[config.mk]
export PLATFORM = sky130hd
export DESIGN_NAME = sync_slave_serial_transmit
export DESIGN_NICKNAME = d
export VERILOG_FILES = /design/src/common/sst_pkg.sv /design/src/common/stream_if.sv /design/src/rtl/sync_slave_serial_transmit.sv /design/src/rtl/strobe_sync.sv /design/src/rtl/tx_fifo.sv
export SDC_FILE = /design/constraint.sdc
export NUM_CORES = 1
export LEC_CHECK = 0
export BUFFER_PORTS_ARGS = -buffer_cell sky130_fd_sc_hd__clkbuf_2
export CAP_MARGIN = 20
export CORE_AREA = 3 3 168 170
export DETAILED_ROUTE_END_ITERATION = 16
export DIE_AREA = 0 0 171 173
export GPL_TIMING_DRIVEN = 0
export HOLD_SLACK_MARGIN = 0.15
export PLACE_DENSITY = 0.47
export SLEW_MARGIN = 20
export SYNTH_ARGS = -nofsm -noshare
export SYNTH_HDL_FRONTEND = slang
export SYNTH_SLANG_ARGS = --single-unit
[constraint.sdc]
create_clock -name mclk_in -period 2.5 [get_ports mclk_in]
set_input_delay 0.375 -clock mclk_in [delete_from_list [all_inputs] [get_ports mclk_in]]
set_output_delay 0.375 -clock mclk_in [all_outputs]
set_load 0.03 [all_outputs]
[src/common/sst_pkg.sv]
package sst_pkg;
  // ----------------------------------------------------------------
  // Widths and depths
  // ----------------------------------------------------------------
  localparam int ADDR_W = 2;
  localparam int DATA_W = 8;
  localparam int WORD_W = 9;
  localparam int FIFO_DEPTH = 8;
  localparam int CNT_W = 4;

  // ----------------------------------------------------------------
  // Register offsets
  // ----------------------------------------------------------------
  localparam logic [ADDR_W-1:0] ADDR_TX_CTRL = 2'h0;
  localparam logic [ADDR_W-1:0] ADDR_RX_CTRL = 2'h1;
  localparam logic [ADDR_W-1:0] ADDR_HOLD = 2'h2;
  localparam logic [ADDR_W-1:0] ADDR_WAKE = 2'h3;

  // ----------------------------------------------------------------
  // Field positions: transmit_status_control
  // ----------------------------------------------------------------
  localparam int TX_NINTH_VALUE = 0;
  localparam int TX_SHIFT_EMPTY = 1;
  localparam int TX_LOCKSTEP = 4;
  localparam int TX_ENABLE = 5;
  localparam int TX_NINTH_ENABLE = 6;
  localparam int TX_CLOCK_SOURCE = 7;

  // ----------------------------------------------------------------
  // Field positions: receive_status_control
  // ----------------------------------------------------------------
  localparam int RX_CONT_RECEIVE = 4;
  localparam int RX_SINGLE_RECEIVE = 5;
  localparam int RX_PORT_ENABLE = 7;

  // ----------------------------------------------------------------
  // Field positions: wake control and status
  // ----------------------------------------------------------------
  localparam int WK_BUFFER_FLAG = 0;
  localparam int WK_TX_IRQ_EN = 1;
  localparam int WK_PERIPH_IRQ_EN = 2;
  localparam int WK_GLOBAL_IRQ_EN = 3;
  localparam int WK_SLEEP = 4;
  localparam int WK_FIFO_READY = 5;

  // ----------------------------------------------------------------
  // Reset values and word lengths
  // ----------------------------------------------------------------
  localparam logic [DATA_W-1:0] RST_TX_CTRL = 8'h00;
  localparam logic [DATA_W-1:0] RST_RX_CTRL = 8'h00;
  localparam logic RST_BUFFER_FLAG = 1'b1;
  localparam logic [WORD_W-1:0] SHIFT_IDLE = 9'h1ff;
  localparam logic [CNT_W-1:0] BITS_EIGHT = 4'h8;
  localparam logic [CNT_W-1:0] BITS_NINE = 4'h9;
endpackage : sst_pkg

[src/common/stream_if.sv]
`timescale 1ns/1ps
`default_nettype none
interface stream_if #(parameter int WIDTH = 9);
  logic valid;
  logic ready;
  logic [WIDTH-1:0] data;
  modport source (output valid, output data, input ready);
  modport sink (input valid, input data, output ready);
endinterface : stream_if
`default_nettype wire

[src/rtl/sync_slave_serial_transmit.sv]
// The address-and-strobe port and the register offsets are this design's own decisions.
`timescale 1ns/1ps
`default_nettype none
// Contract
// - The lockstep mode select bit at 1 makes the unit shift data against a clock.
// - The clock source select bit at 0 makes the unit a slave taking the external strobe.
// - With both receive enables at 0 the unit transmits; either one set selects receive.
// - The unit operates only while the serial port enable bit is 1.
// - Slave transmission shifts exactly as master transmission does, clocked from outside.
// - With two words written before Sleep, the first moves to the shift register at once.
// - The second word stays held and the transmit buffer flag stays clear meanwhile.
// - After the first word leaves, the held word moves to the shift register and the flag sets.
// - A flag set with peripheral and transmit interrupt enables at 1 wakes from Sleep.
// - With the global interrupt enable also 1, the wake-up also branches to the service routine.
// - With the ninth-bit enable set, words are 9 bits and the ninth-bit value is the top bit.
// - Transmission happens only once the transmit enable bit is set.
// - Writing the low eight data bits starts a transmission, after the ninth-bit value.
module sync_slave_serial_transmit (
  input wire logic mclk_in,
  input wire logic rst_b_in,
  input wire logic [sst_pkg::ADDR_W-1:0] reg_addr_in,
  input wire logic [sst_pkg::DATA_W-1:0] reg_wdata_in,
  input wire logic reg_wr_in,
  input wire logic reg_rd_in,
  output logic [sst_pkg::DATA_W-1:0] reg_rdata_out,
  output logic hold_ready_out,
  input wire logic serial_strobe_pin_in,
  output logic serial_data_out,
  output logic serial_data_oe_out,
  output logic wake_out,
  output logic isr_branch_out
);
  // ----------------------------------------------------------------
  // Declarations
  // ----------------------------------------------------------------
  typedef enum logic [1:0] {
    ST_IDLE = 2'b01,
    ST_SHIFT = 2'b10
  } shift_state_e;

  shift_state_e state_ff;
  shift_state_e nxt_state;
  logic [sst_pkg::DATA_W-1:0] tx_ctrl_ff;
  logic [sst_pkg::DATA_W-1:0] rx_ctrl_ff;
  logic [sst_pkg::WORD_W-1:0] hold_ff;
  logic hold_full_ff;
  logic [sst_pkg::WORD_W-1:0] shift_ff;
  logic [sst_pkg::CNT_W-1:0] bits_left_ff;
  logic ninth_len_ff;
  logic buffer_flag_ff;
  logic tx_irq_en_ff;
  logic periph_irq_en_ff;
  logic global_irq_en_ff;
  logic sleep_ff;
  logic wake_ff;
  logic isr_ff;
  logic [sst_pkg::DATA_W-1:0] rdata_ff;
  logic strobe_rise;
  logic strobe_fall;
  logic tx_active;
  logic last_bit;
  logic move_to_shift;
  logic hold_load;
  logic hold_write;
  logic flag_set;
  logic wake_now;
  logic [sst_pkg::CNT_W-1:0] queued_ff;

  stream_if #(.WIDTH(sst_pkg::WORD_W)) push_if ();
  stream_if #(.WIDTH(sst_pkg::WORD_W)) pop_if ();

  // ----------------------------------------------------------------
  // Strobe pin synchroniser
  // ----------------------------------------------------------------
  strobe_sync u_strobe_sync (
    .mclk_in(mclk_in),
    .rst_b_in(rst_b_in),
    .pin_in(serial_strobe_pin_in),
    .rise_out(strobe_rise),
    .fall_out(strobe_fall)
  );

  // Only the rising edge moves data; the falling edge is left unused

  // ----------------------------------------------------------------
  // Mode decode
  // ----------------------------------------------------------------
  // Master clocking is not built; clock_source_select at 1 leaves it idle.
  assign tx_active = tx_ctrl_ff[sst_pkg::TX_LOCKSTEP]
    & ~tx_ctrl_ff[sst_pkg::TX_CLOCK_SOURCE]
    & ~rx_ctrl_ff[sst_pkg::RX_SINGLE_RECEIVE]
    & ~rx_ctrl_ff[sst_pkg::RX_CONT_RECEIVE]
    & rx_ctrl_ff[sst_pkg::RX_PORT_ENABLE]
    & tx_ctrl_ff[sst_pkg::TX_ENABLE];

  // ----------------------------------------------------------------
  // Holding path: bus write, FIFO, holding register
  // ----------------------------------------------------------------
  assign hold_write = reg_wr_in & (reg_addr_in == sst_pkg::ADDR_HOLD);
  assign push_if.valid = hold_write;
  // Ninth bit is taken from the control register at the moment of the data write
  assign push_if.data = {tx_ctrl_ff[sst_pkg::TX_NINTH_VALUE], reg_wdata_in};
  assign hold_ready_out = push_if.ready;

  tx_fifo #(
    .WIDTH(sst_pkg::WORD_W),
    .DEPTH(sst_pkg::FIFO_DEPTH)
  ) u_tx_fifo (
    .mclk_in(mclk_in),
    .rst_b_in(rst_b_in),
    .push(push_if.sink),
    .pop(pop_if.source)
  );

  assign last_bit = (state_ff == ST_SHIFT) & strobe_rise
    & (bits_left_ff == sst_pkg::CNT_W'(1));
  assign move_to_shift = hold_full_ff & tx_active
    & ((state_ff == ST_IDLE) | last_bit);
  assign hold_load = pop_if.valid & (~hold_full_ff | move_to_shift);
  assign pop_if.ready = ~hold_full_ff | move_to_shift;
  // Flag sets only when no other word waits behind the one that moves
  assign flag_set = move_to_shift & (queued_ff == sst_pkg::CNT_W'(1));

  // Words taken but not yet shifting; the FIFO delay must not look like an empty holding stage
  always_ff @(posedge mclk_in or negedge rst_b_in) begin
    if (!rst_b_in) begin
      queued_ff <= '0;
    end else begin
      queued_ff <= queued_ff + sst_pkg::CNT_W'(push_if.valid & push_if.ready)
        - sst_pkg::CNT_W'(move_to_shift);
    end
  end

  always_ff @(posedge mclk_in or negedge rst_b_in) begin
    if (!rst_b_in) begin
      hold_ff <= '0;
      hold_full_ff <= 1'b0;
    end else if (hold_load) begin
      hold_ff <= pop_if.data;
      hold_full_ff <= 1'b1;
    end else if (move_to_shift) begin
      hold_full_ff <= 1'b0;
    end
  end

  // ----------------------------------------------------------------
  // Shift register, advanced on strobe edges
  // ----------------------------------------------------------------
  always_comb begin
    nxt_state = state_ff;
    unique case (state_ff)
      ST_IDLE: begin
        if (move_to_shift) begin
          nxt_state = ST_SHIFT;
        end
      end
      ST_SHIFT: begin
        if (!tx_active) begin
          nxt_state = ST_IDLE;
        end else if (last_bit && !move_to_shift) begin
          nxt_state = ST_IDLE;
        end
      end
      default: begin
        nxt_state = ST_IDLE;
      end
    endcase
  end

  always_ff @(posedge mclk_in or negedge rst_b_in) begin
    if (!rst_b_in) begin
      state_ff <= ST_IDLE;
    end else begin
      state_ff <= nxt_state;
    end
  end

  always_ff @(posedge mclk_in or negedge rst_b_in) begin
    if (!rst_b_in) begin
      shift_ff <= sst_pkg::SHIFT_IDLE;
      bits_left_ff <= '0;
      ninth_len_ff <= 1'b0;
    end else if (move_to_shift) begin
      // Word length is fixed when the word enters the shift register
      ninth_len_ff <= tx_ctrl_ff[sst_pkg::TX_NINTH_ENABLE];
      shift_ff <= tx_ctrl_ff[sst_pkg::TX_NINTH_ENABLE] ? hold_ff
        : {1'b1, hold_ff[sst_pkg::DATA_W-1:0]};
      bits_left_ff <= tx_ctrl_ff[sst_pkg::TX_NINTH_ENABLE]
        ? sst_pkg::BITS_NINE : sst_pkg::BITS_EIGHT;
    end else if (!tx_active) begin
      shift_ff <= sst_pkg::SHIFT_IDLE;
      bits_left_ff <= '0;
    end else if ((state_ff == ST_SHIFT) && strobe_rise) begin
      // LSB first; each external strobe rising edge moves the next bit out
      shift_ff <= {1'b1, shift_ff[sst_pkg::WORD_W-1:1]};
      bits_left_ff <= bits_left_ff - 1'b1;
    end
  end

  assign serial_data_out = shift_ff[0];
  assign serial_data_oe_out = tx_active;

  // ----------------------------------------------------------------
  // Transmit buffer flag, Sleep and wake-up
  // ----------------------------------------------------------------
  always_ff @(posedge mclk_in or negedge rst_b_in) begin
    if (!rst_b_in) begin
      buffer_flag_ff <= sst_pkg::RST_BUFFER_FLAG;
    end else if (flag_set) begin
      buffer_flag_ff <= 1'b1;
    end else if (hold_write) begin
      buffer_flag_ff <= 1'b0;
    end
  end

  assign wake_now = flag_set & sleep_ff & tx_irq_en_ff & periph_irq_en_ff;

  always_ff @(posedge mclk_in or negedge rst_b_in) begin
    if (!rst_b_in) begin
      sleep_ff <= 1'b0;
    end else if (wake_now) begin
      sleep_ff <= 1'b0;
    end else if (reg_wr_in && (reg_addr_in == sst_pkg::ADDR_WAKE)) begin
      sleep_ff <= reg_wdata_in[sst_pkg::WK_SLEEP];
    end
  end

  always_ff @(posedge mclk_in or negedge rst_b_in) begin
    if (!rst_b_in) begin
      wake_ff <= 1'b0;
      isr_ff <= 1'b0;
    end else begin
      wake_ff <= wake_now;
      isr_ff <= wake_now & global_irq_en_ff;
    end
  end

  assign wake_out = wake_ff;
  assign isr_branch_out = isr_ff;

  // ----------------------------------------------------------------
  // Register writes
  // ----------------------------------------------------------------
  always_ff @(posedge mclk_in or negedge rst_b_in) begin
    if (!rst_b_in) begin
      tx_ctrl_ff <= sst_pkg::RST_TX_CTRL;
      rx_ctrl_ff <= sst_pkg::RST_RX_CTRL;
    end else if (reg_wr_in) begin
      if (reg_addr_in == sst_pkg::ADDR_TX_CTRL) begin
        tx_ctrl_ff <= reg_wdata_in;
      end
      if (reg_addr_in == sst_pkg::ADDR_RX_CTRL) begin
        rx_ctrl_ff <= reg_wdata_in;
      end
    end
  end

  always_ff @(posedge mclk_in or negedge rst_b_in) begin
    if (!rst_b_in) begin
      tx_irq_en_ff <= 1'b0;
      periph_irq_en_ff <= 1'b0;
      global_irq_en_ff <= 1'b0;
    end else if (reg_wr_in && (reg_addr_in == sst_pkg::ADDR_WAKE)) begin
      tx_irq_en_ff <= reg_wdata_in[sst_pkg::WK_TX_IRQ_EN];
      periph_irq_en_ff <= reg_wdata_in[sst_pkg::WK_PERIPH_IRQ_EN];
      global_irq_en_ff <= reg_wdata_in[sst_pkg::WK_GLOBAL_IRQ_EN];
    end
  end

  // ----------------------------------------------------------------
  // Register reads, data one cycle after the strobe
  // ----------------------------------------------------------------
  always_ff @(posedge mclk_in or negedge rst_b_in) begin
    if (!rst_b_in) begin
      rdata_ff <= '0;
    end else if (reg_rd_in) begin
      unique case (reg_addr_in)
        sst_pkg::ADDR_TX_CTRL: begin
          rdata_ff <= tx_ctrl_ff;
          rdata_ff[sst_pkg::TX_SHIFT_EMPTY] <= (state_ff == ST_IDLE);
        end
        sst_pkg::ADDR_RX_CTRL: begin
          rdata_ff <= rx_ctrl_ff;
        end
        sst_pkg::ADDR_HOLD: begin
          rdata_ff <= hold_ff[sst_pkg::DATA_W-1:0];
        end
        sst_pkg::ADDR_WAKE: begin
          rdata_ff <= '0;
          rdata_ff[sst_pkg::WK_BUFFER_FLAG] <= buffer_flag_ff;
          rdata_ff[sst_pkg::WK_TX_IRQ_EN] <= tx_irq_en_ff;
          rdata_ff[sst_pkg::WK_PERIPH_IRQ_EN] <= periph_irq_en_ff;
          rdata_ff[sst_pkg::WK_GLOBAL_IRQ_EN] <= global_irq_en_ff;
          rdata_ff[sst_pkg::WK_SLEEP] <= sleep_ff;
          rdata_ff[sst_pkg::WK_FIFO_READY] <= push_if.ready;
        end
      endcase
    end else begin
      // Read data stand only in the cycle after the read strobe
      rdata_ff <= '0;
    end
  end

  assign reg_rdata_out = rdata_ff;

  logic unused_fall;
  assign unused_fall = strobe_fall;
endmodule : sync_slave_serial_transmit
`default_nettype wire

[src/rtl/strobe_sync.sv]
`timescale 1ns/1ps
`default_nettype none
module strobe_sync (
  input wire logic mclk_in,
  input wire logic rst_b_in,
  input wire logic pin_in,
  output logic rise_out,
  output logic fall_out
);
  // ----------------------------------------------------------------
  // Two-stage synchroniser, edge taken between stages two and three
  // ----------------------------------------------------------------
  logic meta_ff;
  logic sync_ff;
  logic last_ff;

  always_ff @(posedge mclk_in or negedge rst_b_in) begin
    if (!rst_b_in) begin
      meta_ff <= 1'b1;
      sync_ff <= 1'b1;
      last_ff <= 1'b1;
    end else begin
      meta_ff <= pin_in;
      sync_ff <= meta_ff;
      last_ff <= sync_ff;
    end
  end

  assign rise_out = sync_ff & ~last_ff;
  assign fall_out = ~sync_ff & last_ff;
endmodule : strobe_sync
`default_nettype wire

[src/rtl/tx_fifo.sv]
`timescale 1ns/1ps
`default_nettype none
module tx_fifo #(
  parameter int WIDTH = 9,
  parameter int DEPTH = 8
) (
  input wire logic mclk_in,
  input wire logic rst_b_in,
  stream_if.sink push,
  stream_if.source pop
);
  // ----------------------------------------------------------------
  // Storage array plus a registered output word
  // ----------------------------------------------------------------
  localparam int PTR_W = $clog2(DEPTH);
  logic [WIDTH-1:0] mem_ff [DEPTH];
  logic [PTR_W-1:0] wr_ptr_ff;
  logic [PTR_W-1:0] rd_ptr_ff;
  logic [PTR_W:0] count_ff;
  logic out_valid_ff;
  logic [WIDTH-1:0] out_data_ff;
  logic do_push;
  logic do_fetch;

  assign push.ready = (count_ff != (PTR_W+1)'(DEPTH));
  assign do_push = push.valid & push.ready;
  // Refill the output word when it is empty or being taken
  assign do_fetch = (count_ff != '0) & (~out_valid_ff | pop.ready);
  assign pop.valid = out_valid_ff;
  assign pop.data = out_data_ff;

  always_ff @(posedge mclk_in) begin
    if (do_push) begin
      mem_ff[wr_ptr_ff] <= push.data;
    end
  end

  always_ff @(posedge mclk_in or negedge rst_b_in) begin
    if (!rst_b_in) begin
      wr_ptr_ff <= '0;
      rd_ptr_ff <= '0;
      count_ff <= '0;
    end else begin
      if (do_push) begin
        wr_ptr_ff <= wr_ptr_ff + 1'b1;
      end
      if (do_fetch) begin
        rd_ptr_ff <= rd_ptr_ff + 1'b1;
      end
      count_ff <= count_ff + (PTR_W+1)'(do_push) - (PTR_W+1)'(do_fetch);
    end
  end

  always_ff @(posedge mclk_in or negedge rst_b_in) begin
    if (!rst_b_in) begin
      out_valid_ff <= 1'b0;
      out_data_ff <= '0;
    end else if (do_fetch) begin
      out_valid_ff <= 1'b1;
      out_data_ff <= mem_ff[rd_ptr_ff];
    end else if (pop.ready) begin
      out_valid_ff <= 1'b0;
    end
  end
endmodule : tx_fifo
`default_nettype wire

; ---- After elaboration in Yosys (flattened, before gate mapping)
; Memories as Yosys holds them, arrays and structs flattened. A register that Yosys moved wholly into a read port is not among the register bits.
; Cells that the tools add are included.
; W data, S select, Z words.
[totals]
register_bits = 74
mem_bits_rw = 72
input_bits = 15
out_inout_bits = 13
word_cells = 109
mem_count = 1
[op_classes]
n_addsub = 7
eq_ne = 11
mux = 24
n_bitwise = 29
n_reduce_logical = 14
[memory_table]
columns = memory, words, width, rd, rd_ports_with_merged_regs, wr, line_no
row1 = u_tx_fifo.mem_ff, 8, 9, 1, 1, 1, tx_fifo.sv:16  ; logic [WIDTH-1:0] mem_ff [DEPTH];
[ops]
columns = operator, count
row1 = $mux W9, 4
row2 = $pmux W8 S4, 1
row3 = $and A1 B1 Y1, 20
row4 = $mux W4, 3
row5 = $mux W1, 11
row6 = $add A4 B1 Y4, 2
row7 = $eq A4 B1 Y1 const B, 2
row8 = $mux W8, 1
row9 = $reduce_bool A2 Y1, 4
row10 = $sub A4 B1 Y4, 2
row11 = $add A3 B1 Y3 const B, 2
row12 = $eq A2 B2 Y1 const B, 3
row13 = $mux W2, 3
row14 = $not A1 Y1, 6
row15 = $reduce_and A2 Y1, 3
row16 = $eq A2 B1 Y1 const B, 2
row17 = $ne A4 B4 Y1 const B, 1
row18 = $pmux W2 S2, 1
row19 = $reduce_bool A4 Y1, 1
row20 = $sub A4 B1 Y4 const B, 1
row21 = $logic_and A1 B1 Y1, 3
row22 = $ne A3 B1 Y1 const B, 1
row23 = $ne A3 B2 Y1 const B, 1
row24 = $or A1 B1 Y1, 3
row25 = 3 further kinds, 4

; ---- Longest topological paths before layout
; Gate-level depths: netlist (run 1).
[depth]
depth_word = 13
ltp_mapped = 12
mapped_depth_nobuf = 11

; ---- Cells and area by module
; From an unflattened synthesis (run 1), not the netlist that was laid out.
[hier_totals]
hier_cells = 486
area_unflattened_um2 = 6914.1
[by_module_without_submodules]
columns = module, instances, cells_per_inst, area_each_um2, seq_area_each_um2
row1 = tx_fifo, 1, 224, 3801.1, 2662.6
row2 = sync_slave_serial_transmit, 1, 257, 3019.1, 1490.2
row3 = strobe_sync, 1, 5, 93.8, 78.8

; ---- Worst setup path before layout (run 1)
; No wires, ideal clock.
[synth_timing]
path_kind = register to register
start = register state_ff[0]
end = register u_tx_fifo.count_ff[2]
setup_ns = 0.123
t_arrival_ns = 2.393
t_required_ns = 2.377
path_slack_ns = -0.016
path_stages_with_launch = 12
n_path_buf = 2
synth_period_minus_slack_ns = 2.516
cell_sequence = dfstp_2 -> and4bb_2 -> buf_6 -> a311oi_2 -> nor3_2 -> buf_6 -> ha_1 -> inv_1 -> ha_1 -> inv_1 -> fa_1 -> xnor2_1
[synth_between]
elab_chain_cells = 9
elab_cells_between_ends = 10
classes_between = add/sub (1) / eq/ne (2) / bitwise (7)
[synth_rtl]
columns = item, line_no
row1 = from (decl), sync_slave_serial_transmit.sv:41  ; shift_state_e state_ff;
row2 = from (signal assigned), sync_slave_serial_transmit.sv:174  ; state_ff <= nxt_state;
row3 = $eq A2 B2 Y1, sync_slave_serial_transmit.sv:115  ; assign last_bit = (state_ff == ST_SHIFT) & strobe_rise
row4 = $and A1 B1 Y1, sync_slave_serial_transmit.sv:115
row5 = $and A1 B1 Y1, sync_slave_serial_transmit.sv:116  ; & (bits_left_ff == sst_pkg::CNT_W'(1));
row6 = $or A1 B1 Y1 (*), sync_slave_serial_transmit.sv:118  ; & ((state_ff == ST_IDLE) | last_bit);
row7 = $and A1 B1 Y1 (*), sync_slave_serial_transmit.sv:118
row8 = $or A1 B1 Y1 (*), sync_slave_serial_transmit.sv:120  ; assign pop_if.ready = ~hold_full_ff | move_to_shift;
row9 = $or A1 B1 Y1 (*), tx_fifo.sv:28  ; assign do_fetch = (count_ff != '0) & (~out_valid_ff | pop.ready);
row10 = $and A1 B1 Y1 (*), tx_fifo.sv:28
row11 = named net u_tx_fifo.do_fetch, tx_fifo.sv:23  ; logic do_fetch;
row12 = $sub A4 B1 Y4 (*), tx_fifo.sv:50  ; count_ff <= count_ff + (PTR_W+1)'(do_push) - (PTR_W+1)'(do_fetch);
row13 = to (signal assigned), tx_fifo.sv:50
row14 = to (decl), tx_fifo.sv:19  ; logic [PTR_W:0] count_ff;
; Mark *: on every way through the listed nets, which the timed path passes. The rest lies on a longest branch.
; A chain may end at the register's enable or synchronous reset.

; ---- Final worst setup path (run 1)
[layout_timing]
start = register u_strobe_sync.last_ff
end = register queued_ff[2] (netlist bit)
[layout_between]
elab_chain_cells = 7
[layout_rtl]
columns = item, line_no
row1 = from (decl), strobe_sync.sv:15  ; logic last_ff;
row2 = from (signal assigned), strobe_sync.sv:25  ; last_ff <= sync_ff;
row3 = $not A1 Y1, strobe_sync.sv:29  ; assign rise_out = sync_ff & ~last_ff;
row4 = $and A1 B1 Y1, strobe_sync.sv:29
row5 = $and A1 B1 Y1, sync_slave_serial_transmit.sv:115
row6 = $and A1 B1 Y1, sync_slave_serial_transmit.sv:116
row7 = $or A1 B1 Y1, sync_slave_serial_transmit.sv:118
row8 = $and A1 B1 Y1, sync_slave_serial_transmit.sv:118
row9 = $sub A4 B1 Y4, sync_slave_serial_transmit.sv:130  ; - sst_pkg::CNT_W'(move_to_shift);
row10 = to (signal assigned), sync_slave_serial_transmit.sv:129  ; queued_ff <= queued_ff + sst_pkg::CNT_W'(push_if.valid & push_if.ready)
row11 = to (decl), sync_slave_serial_transmit.sv:67  ; logic [sst_pkg::CNT_W-1:0] queued_ff;
; Every way passes these cells.

==> run metrics, run 1 <==
status=completed; clock share of power=0.320; most frequent cells in the layout=edfxtp_1, dfrtp_1, mux2_2; syn avg cell area=15.1 µm²; mapped cell area=0.00672 mm²; Syn Nets=477; Slew HR=0.525; # nets final=530; Core Region=0.0269 mm²; final period utilization=0.965; DR pass1 iterations=4; fin crit period=2410 ps; Post-synth EDFFs=72; vias in the first global route=4110; Max Buffers Root-to-Sink=2; CP Launch Type=flop; Final Skew=10.1 ps; port bufs=27; CTS tree=built; final hold viol count=0; Ys Warns=0; DRC errors left=0; f_max=414 MHz; FP Rows=60; ys async rst share=0.532; final hold slack=252 ps; dpl cell area=0.00732 mm²; P_int=5.40 mW; fraction of layout cells with a size suffix above 1=0.342; largest net degree at the start of global routing=83; routed len/inst=17.3 µm; Root Driver=clkbuf_16; Cells after Synth=445; Overflow after GRT=0; Buffers & Inverters on Critical Path=2; CTS sink count=154; max-cap viol count=0; H-tree Lvls=4; Peak VDD IR=0.000492 V; synthesis-to-finish area growth=19.4%; GRT Total Usage=0.106; die area=0.0296 mm²; diode count=0; Main synth FF type=edfxtp_1; setup violators final=0; GP Congestion=0.785; die height=173 µm; final-report max-slew violation count=0; PD cells=952 mW/mm²; Critical Path RT=2810 ps; CP cell instances=and4bb_4 > a31o_4 > buf_4 > nand2_2 > nor2_1 > ha_1 > inv_1 > ha_2 > fa_2 > xor2_1; CP top delay family=adder cells; post-synthesis sequential area ratio=0.629; HP Class=primary input to flop; global-route wire length before repair=23500 µm; RSZ-0062 raised after global routing=yes; Post-Route WL=14800 µm; first-iteration detailed-routing DRC count=151; CP Data Arrival Time=2720 ps; Crit Path Category=flop to flop; DR vias=3874; cell area after layout=0.00803 mm²; switch share=0.294; crit-path max FO=10; leading cell type in the layout, fill and taps excluded=edfxtp_1; flops & latches, synth=154; CP endpoint kind=flop; die width=171 µm; net load switching power=2.24 mW; Reg power frac=0.444; worst-skew pair later-pin latency=420 ps; combinational power share=0.236; cts bufs inserted=17; starting density of the core=0.250; Overall Power=7.64 mW; dpl hpwl=10300 µm; initial antenna violation count=0; worst stage delay on the critical path=520 ps; Slew @ Worst Pin=709 ps; num ports=28; Clock transition at path regs=60 ps; post-DR vias/cell=4.55; Leak=3.04 nW; Max stage delay cell, worst path=dfstp_2; antenna violation net count after detailed routing=0; Netlist cell types=46
[final cells by class]
class                           count  area (µm²)
Buffer                             17         108
Clock buffer                       20         447
Clock inverter                     12         116
Sequential cell                   154        4230
Fill cell                        2688       18800
Inverter                           19        71.3
Multi-Input combinational cell    251        2390
Timing Repair Buffer               38         231
Tap cell                          341         427
[synthesized netlist by cell type (2+ instances only)]
master / number / area [µm²]
edfxtp_1: 72 / 2160
dfrtp_1: 68 / 1700
mux2_2: 36 / 405
nand2_1: 33 / 124
o211ai_1: 26 / 195
inv_1: 19 / 71.3
nor2_1: 16 / 60.1
ha_1: 15 / 188
mux4_2: 15 / 338
a21oi_1: 14 / 70.1
dfstp_2: 14 / 368
nand2b_1: 12 / 75.1
nand3_1: 11 / 55.1
and2_1: 10 / 62.6
clkbuf_1: 10 / 37.5
mux4_1: 9 / 236
xor2_1: 7 / 61.3
o21ai_0: 6 / 30.0
nor3_1: 5 / 25.0
a21o_1: 4 / 30.0
buf_2: 4 / 20.0
buf_6: 4 / 45.0
nor2b_1: 4 / 25.0
mux2i_1: 3 / 30.0
a31oi_2: 2 / 25.0
and4bb_2: 2 / 25.0
fa_1: 2 / 40.0
mux2_4: 2 / 30.0
nor4_1: 2 / 12.5
xnor2_1: 2 / 17.5
[path summary, 6_finish.rpt]
kind | start | to | slack, ps | depth (start not counted)
setup reg to reg | u_strobe_sync.last_ff$_DFF_PN1_ | queued_ff[2]$_DFF_PN0_ | 90 | 10
hold / removal | reg_rd_in | reg_rdata_out[3]$_DFF_PN0_ | 250 | 2
max in group asynchronous | rst_b_in | u_tx_fifo.wr_ptr_ff[1]$_DFFE_PN0P_ | 1470 | 2
hold reg to reg | u_strobe_sync.meta_ff$_DFF_PN1_ | u_strobe_sync.sync_ff$_DFF_PN1_ | 360 | 0
min in group asynchronous | rst_b_in | state_ff[1]$_DFFE_PN0P_ | 560 | 2
setup / recovery | u_strobe_sync.last_ff$_DFF_PN1_ | queued_ff[2]$_DFF_PN0_ | 90 | 10
[power groups by stage]
stage	combinational (mW)	sequential (mW)	clock, mW
after global placement	1.70	3.42	0
final	1.80	3.39	2.45
after CTS	1.80	3.39	2.52
after detailed placement	1.75	3.44	0
after floorplan	1.27	3.35	0
after global routing	2.01	3.44	2.63
[stage by stage]
step / worst slack, ps / TNS, ps / utilization / instances
finish: 87.1 / 0 / 0.299 / 852
global route: -31.6 / -32.4 / 0.299 / 852
CTS: 0.933 / 0 / 0.298 / 852
detailed placement: -511 / -27560 / 0.272 / 815
global placement: -872 / -39690 / 0.271 / 813
floorplan: 4.01 / 0 / - / 445
[worst reg2reg max path: stages (launching register included)]
cell and delay [ps]:
dfstp_2 520, and4bb_4 250, a31o_4 250, buf_4 170, nand2_2 80, nor2_1 50, ha_1 290, inv_1 40
ha_2 170, fa_2 340, xor2_1 160
[metal layers]
metal,up-vias,global-route usage,share of wire
met2,70,0.171,0.51
met4,0,0.0426,0.016
li1,1773,-,-
met1,2016,0.137,0.45
met5,-,0,0
met3,15,0.0222,0.026
[timing repair]
item | 4_1_cts | 5_1_grt
pin swaps | 4 | 6
setup buffers | 6 | 2
endpoints found under the hold margin | 69 | 0
gates resized for setup | 21 | 8
cloned | 0 | 0
hold buffers | 2 | 0
endpoints found under the setup margin | 75 | 15
[logic make-up (layout without fill, tap and decap cells)]
kind of cell	count (synthesis)	in the layout	share of synthesized area
compound gates	59	59	0.0633
fa+ha+maj	17	17	0.0339
mux	65	65	0.155
flops	154	154	0.629
simple gates	101	101	0.0767
xor+xnor	9	9	0.0117
buf+inv	40	106	0.0305
[state kept, by name (all words and copies together), names as in the netlist, 2 cells and up]
name,flops
u_tx_fifo.mem_ff,72
hold_ff,9
shift_ff,9
u_tx_fifo.pop.data,9
reg_rdata_out,8
rx_ctrl_ff,8
tx_ctrl_ff,7
bits_left_ff,4
queued_ff,4
u_tx_fifo.count_ff,4
u_tx_fifo.rd_ptr_ff,3
u_tx_fifo.wr_ptr_ff,3
state_ff,2
No activity file was read; power rests on OpenSTA's default activity.
==> run 2: changes to the inputs <==
--- a/config.mk
+++ b/config.mk
@@ -8,6 +8,7 @@
 export BUFFER_PORTS_ARGS = -buffer_cell sky130_fd_sc_hd__clkbuf_2
 export CAP_MARGIN = 20
 export CORE_AREA = 3 3 168 170
+export CTS_BUF_LIST = sky130_fd_sc_hd__clkbuf_8
 export DETAILED_ROUTE_END_ITERATION = 16
 export DIE_AREA = 0 0 171 173
 export GPL_TIMING_DRIVEN = 0
==> run 2 against run 1 <==
Non-clock buffer count rose by 1; hold slack got worse by 26 ps; register-to-register slack got worse by 20 ps; sequential power barely moved; global-route usage fell by 0.072 points; worst setup slack got worse by 16 ps; critical path type unchanged; critical endpoint is now u_tx_fifo.count_ff[1]$_DFF_PN0_; largest power group unchanged.
==> run metrics, run 2 (synthesis gave the netlist of run 1 again) <==
status=completed (unchanged); Largest register FFs=72 (unchanged); most frequent cell on the critical path=inv_2; HP Class=primary input to flop (unchanged); cts bufs inserted=17 (unchanged); CTS tree=built (unchanged); die width=171 µm (unchanged); worst stage delay on the critical path=540 ps (was 520 ps); GP Congestion=0.785 (unchanged); Peak VDD IR=0.000531 V (was 0.000492 V); Reg-to-Reg Start=state_ff[0]$_DFFE_PN1P_ (was u_strobe_sync.last_ff$_DFF_PN1_); net load switching power=2.17 mW (was 2.24 mW); Overall Power=6.98 mW (was 7.64 mW); Worst R2R Path Depth=11 (was 10); Root Driver=clkbuf_8 (was clkbuf_16); combinational power share=0.259 (was 0.236); Hold Crit Depth=2 (unchanged); clock share of power=0.255 (was 0.320); H-tree Lvls=4 (unchanged); dpl hpwl=10300 µm (unchanged); DRC errors left=0 (unchanged); Reg power frac=0.485 (was 0.444); Global Route met2 Usage=0.172 (was 0.171); Post-Route WL=14800 µm (about the same); met3 Track Usage GR=0.0219 (was 0.0222); DR vias=3854 (was 3874); final period utilization=0.972 (was 0.965); Levels on crit path=11 (was 10); global-route wire length before repair=23400 µm (was 23500 µm); Overflow after GRT=0 (unchanged); Critical path origin=state_ff[0]$_DFFE_PN1P_ (was u_strobe_sync.last_ff$_DFF_PN1_); Critical Path RT=2850 ps (was 2810 ps); final hold viol count=0 (unchanged); diode count=0 (unchanged); CP Launch Type=flop (unchanged); RSZ-0062 raised after global routing=yes (unchanged); max-cap viol count=0 (unchanged); Core Region=0.0269 mm² (unchanged); CP cell instances=nor2b_1 > buf_4 > buf_12 > a311oi_4 > nor3_4 > ha_4 > inv_2 > ha_4 > inv_2 > fa_2 > inv_2 (was and4bb_4 > a31o_4 > buf_4 > nand2_2 > nor2_1 > ha_1 > inv_1 > ha_2 > fa_2 > xor2_1); P_int=4.81 mW (was 5.40 mW); Clock transition at path regs=80 ps (was 60 ps); most frequent cells in the layout=edfxtp_1, dfrtp_1, mux2_2 (unchanged); first-iteration detailed-routing DRC count=164 (was 151); port bufs=27 (unchanged); FILL cells=2708 (was 2688); min-delay src=reg_rd_in (unchanged); PD cells=888 mW/mm² (was 952 mW/mm²); die area=0.0296 mm² (unchanged); fraction of layout cells with a size suffix above 1=0.350 (was 0.342); GRT Total Usage=0.105 (was 0.106); starting density of the core=0.250 (unchanged); f_max=412 MHz (was 414 MHz); worst-skew pair later-pin latency=450 ps (was 420 ps); Slew @ Worst Pin=720 ps (was 709 ps); setup violators final=0 (unchanged); switch share=0.311 (was 0.294); global route hottest layer=met2 (unchanged); Max Buffers Root-to-Sink=2 (unchanged); CP Data Arrival Time=2780 ps (was 2720 ps); R2R Path End=u_tx_fifo.count_ff[1]$_DFF_PN0_ (was queued_ff[2]$_DFF_PN0_); die height=173 µm (unchanged); CP endpoint kind=flop (unchanged); synthesis-to-finish area growth=16.9% (was 19.4%); FP Rows=60 (unchanged); initial antenna violation count=0 (unchanged); antenna violation net count after detailed routing=0 (unchanged); CP top delay family=adder cells (unchanged); largest net degree at the start of global routing=83 (unchanged); worst hold endpoint=reg_rdata_out[3]$_DFF_PN0_ (unchanged); Final Skew=11.3 ps (was 10.1 ps); Buffers & Inverters on Critical Path=5 (was 2); post-DR vias/cell=4.52 (was 4.55); crit-path max FO=5 (was 10); fin crit period=2430 ps (was 2410 ps); Leak=2.97 nW (was 3.04 nW); DR pass1 iterations=4 (unchanged); reg2reg setup slack=70 ps (was 90 ps); num ports=28 (unchanged); Crit Path Category=flop to flop (unchanged); CTS sink count=154 (unchanged); vias in the first global route=4104 (was 4110); Max stage delay cell, worst path=dfstp_2 (unchanged); routed len/inst=17.3 µm (about the same); met1 usage=0.136 (was 0.137); setup TNS=0 ps (unchanged); leading cell type in the layout, fill and taps excluded=edfxtp_1 (unchanged); # nets final=531 (was 530); final-report max-slew violation count=0 (unchanged); Slew HR=0.516 (was 0.525); most flop-heavy register=u_tx_fifo.mem_ff (unchanged)
## run 2: cell types whose count changed in the layout (fill, tap and decap cells not counted), moves of 2 or more
cell       previous run  this run
clkbuf_16            17         0
clkbuf_1              9         7
inv_1                16        18
clkbuf_8              2        19
## run 2: area by class of cell
cell class	instances	area [µm²]	share of cell area
Clock inverter	14	124	0.0158
Sequential cell	154	4230	0.538
Timing Repair Buffer	39	251	0.0320
Buffer	17	108	0.0137
Multi-Input combinational cell	251	2400	0.305
Tap cell	341	427	0.0543
Inverter	19	71.3	0.00907
Clock buffer	18	248	0.0315
## run 2: power groups by stage
stage	Combinational (mW)	Sequential, mW	Clock, mW
5_1_grt	2.02	3.44	1.95
3_5_place_dp	1.75	3.44	0
3_3_place_gp	1.70	3.42	0
2_1_floorplan	1.27	3.35	0
4_1_cts	1.81	3.39	1.84
6_report	1.81	3.39	1.78
## run 2: what timing repair did
item / in CTS / in global routing
resized for setup: 21 / 11
hold buffers: 2 / 0
setup endpoints to repair: 75 / 10
setup buffers: 6 / 4
hold endpoints to repair: 69 / 0
pin swaps: 5 / 7
## run 2: worst max-delay path by stage
stage	slack, ps	to
floorplan	4	queued_ff[2]$_DFF_PN0_
global placement	-870	u_tx_fifo.mem_ff[1][6]$_DFFE_PP_
detailed placement	-510	u_tx_fifo.mem_ff[7][6]$_DFFE_PP_
CTS	4	u_tx_fifo.count_ff[3]$_DFF_PN0_
global route	-20	u_tx_fifo.count_ff[1]$_DFF_PN0_
finish	70	u_tx_fifo.count_ff[1]$_DFF_PN0_
## run 2: layer usage
layer,part of all wire,up-vias
met2,0.51,60
li1,-,1770
met3,0.028,10
met1,0.44,2014
met5,0,-
met4,0.014,0
## run 2: metrics by stage
stage,cell area [µm²],std cells,utilization,hold slack [ps],worst slack [ps]
detailed placement,7320,815,0.272,347,-511
finish,7860,853,0.293,227,70.7
global placement,7290,813,0.271,348,-872
global route,7860,853,0.293,220,-21.3
CTS,7810,852,0.291,195,4.05
floorplan,6720,445,-,79.4,4.01
